`src/common/acs_map.svh`:
```
`ifndef ACS_MAP_SVH
`define ACS_MAP_SVH
// Register byte offsets
`define ACS_OFF_CTRL     6'h00
`define ACS_OFF_CMD      6'h04
`define ACS_OFF_SEL      6'h08
`define ACS_OFF_SAMP     6'h0C
`define ACS_OFF_FLAGS    6'h10
`define ACS_OFF_RESULT   6'h14
`define ACS_OFF_ACTIVE   6'h18
// CTRL fields
`define ACS_CTRL_EN      0
`define ACS_CTRL_CONT    1
`define ACS_CTRL_RES     2
`define ACS_CTRL_EVST    3
`define ACS_CTRL_PRE_LO  4
`define ACS_CTRL_PRE_HI  6
`define ACS_CTRL_RRIE    7
// Command and flag bits
`define ACS_CMD_GO       0
`define ACS_FLAG_RR      0
// SEL fields
`define ACS_SEL_CH_HI    4
`define ACS_SEL_REF_LO   8
`define ACS_SEL_REF_HI   9
// SAMP fields
`define ACS_SAMP_DLY_HI  3
`define ACS_SAMP_LEN_LO  8
`define ACS_SAMP_LEN_HI  11
`define ACS_SAMP_ACC_LO  16
`define ACS_SAMP_ACC_HI  18
// Timing in converter clock cycles, accumulation limit and widths
`define ACS_CONV_BASE    6'h0D
`define ACS_SAMP_BASE    6'h02
`define ACS_ACC_MAX      3'h6
`define ACS_DATA_W       10
`define ACS_RES_W        16
`endif

```
`src/common/acs_pkg.sv`:
```
package acs_pkg;
  // Sequencer phase
  typedef enum logic {
    ACS_IDLE,
    ACS_CONV
  } acs_state_t;
endpackage

```
`src/verilog/acs_sequencer.sv`:
```
// Implementation choices: the Avalon-MM interface to the registers and the register offsets.
`timescale 1ns/1ps
`include "acs_map.svh"
// Notes on behaviour
// - Start bit begins conversion, reads busy
// - Channel change waits for running conversion
// - Finished operation sets the ready flag
// - Interrupt needs flag, enable, global enable
// - Flag sets even with interrupt disabled
// - Event rising edge sets start bit
// - Continuous mode restarts after each completion
// - Converter clock divided by selectable ratio
// - Divider runs only while enabled
// - Divider reset when idle, fixed start delay
// - Conversion lasts thirteen plus delay plus length cycles
// - Sample instant two plus delay plus length cycles after start
// - Flag cleared by result read or write-one
// - Sampling lasts two plus delay plus length
// - Continuous period thirteen plus delay plus length
// - Selections buffered, copied until conversion starts
// - Disabled block ignores selections, draws no power
// - Result right-aligned ten bits
// - Accumulate up to 64 samples per trigger
// - Copying resumes in final converter cycle
// - One-cycle result event while enabled
module acs_sequencer (
  input  wire logic               clk,
  input  wire logic               rst_n,
  // Avalon-MM slave
  input  wire logic [5:0]         avs_address,
  input  wire logic               avs_read,
  input  wire logic               avs_write,
  input  wire logic [31:0]        avs_writedata,
  output logic      [31:0]        avs_readdata,
  output logic                    avs_waitrequest,
  // System side
  input  wire logic               global_irq_enable,
  input  wire logic               start_event,
  input  wire logic [9:0]         conv_data,
  output logic                    irq,
  output logic                    result_ready_event,
  output logic                    analog_power,
  output logic                    sample_window,
  output logic                    sample_hold,
  output logic [4:0]              active_channel,
  output logic [1:0]              active_reference,
  output acs_pkg::acs_state_t     phase
);
  import acs_pkg::*;

  // ==========================================================
  // Helpers
  // ==========================================================
  // Half the division factor for a divider code
  function automatic logic [7:0] half_of(input logic [2:0] code);
    half_of = 8'h01 << code;
  endfunction

  // ==========================================================
  // Declarations
  // ==========================================================
  logic        enable;             // Block enable
  logic        continuous_mode;    // Free-running restart
  logic        resolution_select;  // Stored for software only
  logic        event_start_enable; // Event may start
  logic [2:0]  clock_divider_select;
  logic        rr_irq_enable;      // Result ready interrupt enable
  logic        start_conversion_bit;
  logic [4:0]  input_channel_select; // Buffered channel
  logic [1:0]  reference_select;     // Buffered reference
  logic [3:0]  sample_delay;
  logic [3:0]  sample_length;
  logic [2:0]  accumulation_count;
  logic        result_ready_flag;
  logic [15:0] result;
  logic [15:0] acc_sum;            // Running accumulation
  logic [6:0]  samples_done;
  logic [7:0]  div_cnt;            // Prescaler counter
  logic [5:0]  cyc;                // Converter cycles into conversion
  logic        event_prev;         // Previous event level
  acs_state_t  state;

  // Bus access qualifiers: act only on the acknowledged edge
  logic bus_wr;
  logic bus_rd;
  assign bus_wr = avs_write && !avs_waitrequest;
  assign bus_rd = avs_read && !avs_waitrequest;

  logic       wr_cmd_start;      // Software start request
  logic       ev_start;          // Event rising edge start
  logic       tick;              // Converter clock rising edge
  logic [5:0] total_cyc;         // Conversion length
  logic [5:0] samp_cyc;          // Sample instant
  logic [6:0] samples_goal;      // Samples per trigger
  logic       final_tick;        // Last converter cycle
  logic       done_last;         // Triggered operation finished
  logic [2:0] acc_code;          // Clamped accumulation code
  logic [7:0] half;

  assign wr_cmd_start = bus_wr && avs_address == `ACS_OFF_CMD
                        && avs_writedata[`ACS_CMD_GO] && enable;
  assign ev_start     = start_event && !event_prev
                        && event_start_enable && enable;
  assign half         = half_of(clock_divider_select);
  // Rising edge of the divided clock at mid-period
  assign tick         = start_conversion_bit
                        && div_cnt == half - 8'h01;
  assign total_cyc    = `ACS_CONV_BASE + {2'h0, sample_delay}
                        + {2'h0, sample_length};
  assign samp_cyc     = `ACS_SAMP_BASE + {2'h0, sample_delay}
                        + {2'h0, sample_length};
  assign acc_code     = accumulation_count > `ACS_ACC_MAX ?
                        `ACS_ACC_MAX : accumulation_count;
  assign samples_goal = 7'h01 << acc_code;
  assign final_tick   = tick && state == ACS_CONV
                        && cyc == total_cyc - 6'h01;
  assign done_last    = final_tick
                        && samples_done == samples_goal - 7'h01;

  // ==========================================================
  // Bus handshake
  // ==========================================================
  // One wait cycle per access keeps read data registered
  always_ff @(posedge clk or negedge rst_n) begin
    if (!rst_n) begin
      avs_waitrequest <= 1'b1;
    end else if ((avs_read || avs_write) && avs_waitrequest) begin
      avs_waitrequest <= 1'b0;
    end else begin
      avs_waitrequest <= 1'b1;
    end
  end

  // Read data mux, sampled when the answer is offered
  always_ff @(posedge clk or negedge rst_n) begin
    if (!rst_n) begin
      avs_readdata <= 32'h0;
    end else if (avs_read && avs_waitrequest) begin
      unique case (avs_address)
        `ACS_OFF_CTRL:   avs_readdata <= {24'h0, rr_irq_enable,
                           clock_divider_select, event_start_enable,
                           resolution_select, continuous_mode, enable};
        `ACS_OFF_CMD:    avs_readdata <= {31'h0,
                           start_conversion_bit};
        `ACS_OFF_SEL:    avs_readdata <= {22'h0, reference_select,
                           3'h0, input_channel_select};
        `ACS_OFF_SAMP:   avs_readdata <= {13'h0, accumulation_count,
                           4'h0, sample_length, 4'h0, sample_delay};
        `ACS_OFF_FLAGS:  avs_readdata <= {31'h0, result_ready_flag};
        `ACS_OFF_RESULT: avs_readdata <= {16'h0, result};
        `ACS_OFF_ACTIVE: avs_readdata <= {22'h0, active_reference,
                           3'h0, active_channel};
        default:         avs_readdata <= 32'h0; // Unmapped reads zero
      endcase
    end
  end

  // ==========================================================
  // Configuration registers
  // ==========================================================
  // Settings assumed written before enable; no interlock here
  always_ff @(posedge clk or negedge rst_n) begin
    if (!rst_n) begin
      enable               <= 1'b0;
      continuous_mode      <= 1'b0;
      resolution_select    <= 1'b0;
      event_start_enable   <= 1'b0;
      clock_divider_select <= 3'h0;
      rr_irq_enable        <= 1'b0;
    end else if (bus_wr && avs_address == `ACS_OFF_CTRL) begin
      enable               <= avs_writedata[`ACS_CTRL_EN];
      continuous_mode      <= avs_writedata[`ACS_CTRL_CONT];
      resolution_select    <= avs_writedata[`ACS_CTRL_RES];
      event_start_enable   <= avs_writedata[`ACS_CTRL_EVST];
      clock_divider_select <=
        avs_writedata[`ACS_CTRL_PRE_HI:`ACS_CTRL_PRE_LO];
      rr_irq_enable        <= avs_writedata[`ACS_CTRL_RRIE];
    end
  end

  // Temporary selection buffer, free for software at any time
  always_ff @(posedge clk or negedge rst_n) begin
    if (!rst_n) begin
      input_channel_select <= 5'h0;
      reference_select     <= 2'h0;
    end else if (bus_wr && avs_address == `ACS_OFF_SEL) begin
      input_channel_select <= avs_writedata[`ACS_SEL_CH_HI:0];
      reference_select     <=
        avs_writedata[`ACS_SEL_REF_HI:`ACS_SEL_REF_LO];
    end
  end

  // Sampling and accumulation settings
  always_ff @(posedge clk or negedge rst_n) begin
    if (!rst_n) begin
      sample_delay       <= 4'h0;
      sample_length      <= 4'h0;
      accumulation_count <= 3'h0;
    end else if (bus_wr && avs_address == `ACS_OFF_SAMP) begin
      sample_delay       <= avs_writedata[`ACS_SAMP_DLY_HI:0];
      sample_length      <=
        avs_writedata[`ACS_SAMP_LEN_HI:`ACS_SAMP_LEN_LO];
      accumulation_count <=
        avs_writedata[`ACS_SAMP_ACC_HI:`ACS_SAMP_ACC_LO];
    end
  end

  // ==========================================================
  // Start control
  // ==========================================================
  always_ff @(posedge clk or negedge rst_n) begin
    if (!rst_n) begin
      event_prev <= 1'b0;
    end else begin
      event_prev <= start_event;
    end
  end

  // Start bit: set by software or event, dropped on single-mode completion
  always_ff @(posedge clk or negedge rst_n) begin
    if (!rst_n) begin
      start_conversion_bit <= 1'b0;
    end else if (!enable) begin
      start_conversion_bit <= 1'b0;
    end else if (wr_cmd_start || ev_start) begin
      start_conversion_bit <= 1'b1;
    end else if (done_last && !continuous_mode) begin
      start_conversion_bit <= 1'b0;
    end
  end

  // ==========================================================
  // Prescaler
  // ==========================================================
  // Held at zero while disabled or idle, fixing the start delay
  always_ff @(posedge clk or negedge rst_n) begin
    if (!rst_n) begin
      div_cnt <= 8'h0;
    end else if (!enable || !start_conversion_bit) begin
      div_cnt <= 8'h0;
    end else if (div_cnt == {half[6:0], 1'b0} - 8'h01) begin
      div_cnt <= 8'h0;
    end else begin
      div_cnt <= div_cnt + 8'h01;
    end
  end

  // ==========================================================
  // Conversion sequencer
  // ==========================================================
  always_ff @(posedge clk or negedge rst_n) begin
    if (!rst_n) begin
      state <= ACS_IDLE;
      cyc   <= 6'h0;
    end else if (!enable) begin
      state <= ACS_IDLE;
      cyc   <= 6'h0;
    end else begin
      unique case (state)
        ACS_IDLE: begin
          if (tick) begin
            state <= ACS_CONV;
            cyc   <= 6'h0;
          end
        end
        ACS_CONV: begin
          if (final_tick) begin
            cyc <= 6'h0;
            // Back-to-back only while the start bit stays high
            if (done_last && !continuous_mode) begin
              state <= ACS_IDLE;
            end
          end else if (tick) begin
            cyc <= cyc + 6'h01;
          end
        end
      endcase
    end
  end

  // Accumulation over a burst of samples
  always_ff @(posedge clk or negedge rst_n) begin
    if (!rst_n) begin
      acc_sum      <= 16'h0;
      samples_done <= 7'h0;
      result       <= 16'h0;
    end else if (!enable) begin
      acc_sum      <= 16'h0;
      samples_done <= 7'h0;
    end else if (done_last) begin
      result       <= acc_sum + {6'h0, conv_data};
      acc_sum      <= 16'h0;
      samples_done <= 7'h0;
    end else if (final_tick) begin
      acc_sum      <= acc_sum + {6'h0, conv_data};
      samples_done <= samples_done + 7'h01;
    end
  end

  // Active selection follows buffer while idle or in last cycle
  always_ff @(posedge clk or negedge rst_n) begin
    if (!rst_n) begin
      active_channel   <= 5'h0;
      active_reference <= 2'h0;
    end else if (enable && (state == ACS_IDLE || final_tick)) begin
      active_channel   <= input_channel_select;
      active_reference <= reference_select;
    end
  end

  // Sampling window and hold instant
  always_ff @(posedge clk or negedge rst_n) begin
    if (!rst_n) begin
      sample_window <= 1'b0;
      sample_hold   <= 1'b0;
    end else begin
      sample_window <= state == ACS_CONV && cyc < samp_cyc;
      sample_hold   <= tick && state == ACS_CONV
                       && cyc == samp_cyc - 6'h01;
    end
  end

  // ==========================================================
  // Flag, interrupt and event
  // ==========================================================
  // Set wins over a clear arriving in the same cycle
  always_ff @(posedge clk or negedge rst_n) begin
    if (!rst_n) begin
      result_ready_flag <= 1'b0;
    end else if (done_last) begin
      result_ready_flag <= 1'b1;
    end else if ((bus_rd && avs_address == `ACS_OFF_RESULT)
                 || (bus_wr && avs_address == `ACS_OFF_FLAGS
                     && avs_writedata[`ACS_FLAG_RR])) begin
      result_ready_flag <= 1'b0;
    end
  end

  // Registered request, one cycle behind its cause
  always_ff @(posedge clk or negedge rst_n) begin
    if (!rst_n) begin
      irq                <= 1'b0;
      result_ready_event <= 1'b0;
      analog_power       <= 1'b0;
      phase              <= ACS_IDLE;
    end else begin
      irq                <= result_ready_flag && rr_irq_enable
                            && global_irq_enable;
      result_ready_event <= done_last && enable;
      analog_power       <= enable;
      phase              <= state;
    end
  end

  // ==========================================================
  // Checks
  // ==========================================================
  property p_start_sets;
    @(posedge clk) disable iff (!rst_n)
    wr_cmd_start |=> start_conversion_bit;
  endproperty
  a_start_sets: assert property (p_start_sets)
    else $error("start write did not set start bit");

  property p_single_clear;
    @(posedge clk) disable iff (!rst_n)
    done_last && !continuous_mode && !wr_cmd_start && !ev_start
    |=> !start_conversion_bit ##1 state == ACS_IDLE;
  endproperty
  a_single_clear: assert property (p_single_clear)
    else $error("single conversion did not end");

  property p_flag_set;
    @(posedge clk) disable iff (!rst_n)
    // Request follows the gates one cycle after the flag rises
    done_last |=> result_ready_flag
      ##1 irq == $past(rr_irq_enable && global_irq_enable);
  endproperty
  a_flag_set: assert property (p_flag_set)
    else $error("flag or request wrong after completion");

  property p_irq_cause;
    @(posedge clk) disable iff (!rst_n)
    irq |-> $past(result_ready_flag && rr_irq_enable);
  endproperty
  a_irq_cause: assert property (p_irq_cause)
    else $error("request without enabled flag");

  property p_event_start;
    @(posedge clk) disable iff (!rst_n)
    ev_start |=> start_conversion_bit;
  endproperty
  a_event_start: assert property (p_event_start)
    else $error("event edge did not set start bit");

  property p_div_hold;
    @(posedge clk) disable iff (!rst_n)
    !enable || !start_conversion_bit |=> div_cnt == 8'h0;
  endproperty
  a_div_hold: assert property (p_div_hold)
    else $error("divider ran while held");

  property p_first_tick;
    @(posedge clk) disable iff (!rst_n)
    $rose(start_conversion_bit) && clock_divider_select == 3'h0
    |-> ##1 state == ACS_CONV;
  endproperty
  a_first_tick: assert property (p_first_tick)
    else $error("start delay wrong for smallest ratio");

  property p_lock;
    @(posedge clk) disable iff (!rst_n)
    state == ACS_CONV && !final_tick && enable
    |=> $stable(active_channel) && $stable(active_reference);
  endproperty
  a_lock: assert property (p_lock)
    else $error("selection changed mid conversion");

  property p_continue;
    @(posedge clk) disable iff (!rst_n)
    done_last && continuous_mode && enable
    |=> state == ACS_CONV && cyc == 6'h0;
  endproperty
  a_continue: assert property (p_continue)
    else $error("continuous mode did not restart");

  property p_event_pulse;
    @(posedge clk) disable iff (!rst_n)
    result_ready_event |=> !result_ready_event;
  endproperty
  a_event_pulse: assert property (p_event_pulse)
    else $error("result event longer than one cycle");
endmodule

```
`config.mk`:
```
export PLATFORM = sky130hd
export DESIGN_NAME = acs_sequencer
export DESIGN_NICKNAME = d
export VERILOG_FILES = /design/src/common/acs_pkg.sv /design/src/verilog/acs_sequencer.sv
export VERILOG_INCLUDE_DIRS = /design/src /design/src/common
export SDC_FILE = /design/constraint.sdc
export NUM_CORES = 1
export LEC_CHECK = 0
export ABC_AREA = 1
export BUFFER_PORTS_ARGS = -buffer_cell sky130_fd_sc_hd__buf_2
export CORE_UTILIZATION = 55
export CTS_CLUSTER_SIZE = 30
export DETAILED_ROUTE_END_ITERATION = 8
export PLACE_DENSITY = 0.79
export SLEW_MARGIN = 20
export SYNTH_ARGS = -nofsm -noshare
export SYNTH_HDL_FRONTEND = slang
export SYNTH_SLANG_ARGS = --single-unit
```
`constraint.sdc`:
```
create_clock -name clk -period 6.5 [get_ports clk]
set_clock_uncertainty 0.1 [all_clocks]
set_input_delay 1.3 -clock clk [delete_from_list [all_inputs] [get_ports clk]]
set_output_delay 1.3 -clock clk [all_outputs]
set_load 0.005 [all_outputs]
```
==> impl_metrics.ini <==
[die]
chipWidth_um = 113.8
fp-row-count = 40
die_area_um2 = 12960
io-pin-count = 100
core_um2 = 12110
fp.dieH_um = 113.8
initial_core_util_pct = 56.81

[worst_setup_path]
crit_chain = inv_1, ha_1, ha_1, inv_1, fa_1, xor2_1, nand3_1, nor2_1, nand3_1, inv_1, nand2_4, nor2_2, nand2_1, nand2_1
cp_slowest_cell = nor2_2
cp-end-kind = flop
crit_end = acc_sum[1]
cp_num_buf_inv = 3
r2r_cells = 14
critPathLaunch = sample_delay[1]
cp_slowest_stage_delay_ns = 0.79
cp.required_ns = 6.75
cp_max_fo = 24
r2r-end = acc_sum[1]
rrSetupSlack_ns = 2.85
path_delay_family = simple AND/OR/NAND/NOR gates
r2r-start = sample_delay[1]
cpMostUsedCell = inv_1
arrival_ns = 3.90
worst_setup_path_start_kind = flop
worst-path-stages = 14
crit_type = flop to flop

[synth]
yosys-top-cells-area = dfrtp_1, nand2_1, ha_1
ys_types = 44
synth-seq-area-share_pct = 42.21
yosys-top-cells-count = nand2_1, dfrtp_1, inv_1
async_reset_ff_share_pct = 100.0
syn-cell-area_um2 = 6880
synth_edf_count = 0
synth.most_common_cell = nand2_1
yosys_warnings = 0
synth_ff_type = dfrtp_1
yosys_register_bits = 116
postSynthCellCount = 880
synth.largest_area_cell = dfrtp_1
synth.avg_cell_area_um2 = 7.819
synth_top_area_share_pct = 41.83

[sta]
timing.fmax_mhz = 273.7
tightest_slew_ns = 1.094
rsz0062_at_grt = false
finalWorstSetupSlack_ns = 2.846
period_share_pct = 56.21
slew_viol_final = 0
setup_viol = 0
max_slew_margin_pct = 26.89
finalSetupTns_ns = 0
min_period_ns = 3.654
hold_viol = 0

[placed_design]
place_ws_ns = 2.851
gp_congestion = 0.9055
dp_hpwl_um = 11480
numPortBuffers = 69

[clock_network]
cts_setup_buffers = 0
clkTransAtPathRegs_ns = 0.05
cts_hold_buf = 0
tritoncts = built
root_buffer = clkbuf_16
ctsLongestPathBuffers = 2
clk_latency_ns = 0.41
ctsResizeCount = 0
clkSinkCount = 116
cts_buffers = 17
h-tree-depth = 4

[routing]
ant_nets = 0
wl_per_cell_um = 14.49
vias = 5997
avgViaCountPerCell = 5.345
drt_first_pass_iters = 6
wl_um = 16260
drt-initial-drc-count = 621
drc = 0

[grt]
antenna_found_initial = 0
grt_pass1_vias = 5726
track_usage_pct = 27.38
grt_remaining_overflow = 0
grt_pass1_wl_um = 27500
grt_max_degree = 70

[finish]
drive_gt1_share_pct = 12.89
syn_to_final_growth_pct = 14.28
antennaDiodeCount = 0
final-seq-area_um2 = 2905
multiInputGateArea_um2 = 3446
fillers = 1046
fin_nets = 1035
fin_util_pct = 64.92

[power_and_ir_drop]
power_density_nw_per_um2 = 249.1
peakVddDrop_uv = 176.3
cellLeakagePower_nw = 4.140
p_total_mw = 1.959

[flow_run]
cap_violations = 0

[min_path]
hp-class = flop to flop

[status]
status = completed
logic make-up after synthesis:
logic type | synth area share [%]
AO/OA/AOI/OAI | 8.020
XOR/XNOR | 5.601
other | 0.05450
AND/OR/NAND/NOR | 28.51
adder cells (fa/ha/maj) | 7.238
buffers and inverters | 8.365
flip-flops | 42.21
layout by cell type, fill, tap and decap left out, types with 15 or more instances in the layout:
| master | synthesis | final |
|---|---|---|
| dfrtp_1 | 115 | 114 |
| inv_1 | 85 | 85 |
| a21oi_1 | 28 | 28 |
| xnor2_1 | 15 | 15 |
| nor2_1 | 48 | 48 |
| nand4_1 | 27 | 27 |
| buf_2 | 2 | 68 |
| xor2_1 | 29 | 29 |
| ha_1 | 35 | 35 |
| o21ai_0 | 51 | 51 |
| nand3_1 | 76 | 76 |
| nand2_1 | 276 | 276 |
| clkbuf_16 | 0 | 17 |
metrics by stage:
stage | area (um2) | std cells | hold WS [ns]
floorplan | 6925 | 892 | 0.2519
global placement | 7263 | 1092 | 0.3523
detailed placement | 7263 | 1092 | 0.3596
CTS | 7863 | 1122 | 0.3740
global route | 7863 | 1122 | 0.3970
finish | 7863 | 1122 | 0.3725
how the worst min path moves through the flow:
stage               start            to  slack (ns)  cells past startpoint
3_5_place_dp   result[12]    result[12]        0.36                      2
2_1_floorplan      enable  analog_power        0.25                      0
4_1_cts             state         phase        0.37                      0
3_3_place_gp        state         phase        0.35                      0
5_1_grt         result[2]     result[2]        0.40                      2
6_report            state         phase        0.37                      0
report_power, final:
group | internal (mW) | switching [mW] | leakage, nW
clock network | 0.627 | 0.330 | 0.291
registers | 0.750 | 0.0271 | 1.48
logic | 0.0824 | 0.143 | 2.37
layer usage:
layer	wire length, um	global-route usage, %	share of wire, %
met5	0	0	0
met2	7918	46.18	49
met4	237	7.879	1.5
met3	967	6.270	5.9
met1	7135	35.37	44
layout make-up:
type                            count  share of cell area, %
Tap cell                          168                  2.673
Clock buffer                       21                  5.983
Clock inverter                      9                  1.639
Sequential cell                   116                  36.95
Multi-Input combinational cell    647                  43.83
Inverter                           90                  4.313
Timing Repair Buffer               71                  4.615
state kept, by name, indices dropped and copies added, names as in the netlist, 5 cells and up:
signal,flops
cyc,6
active_channel,5
acc_sum,16
input_channel_select,5
avs_readdata,19
div_cnt,8
samples_done,7
result,16
Power figures use the tool's default switching activity.
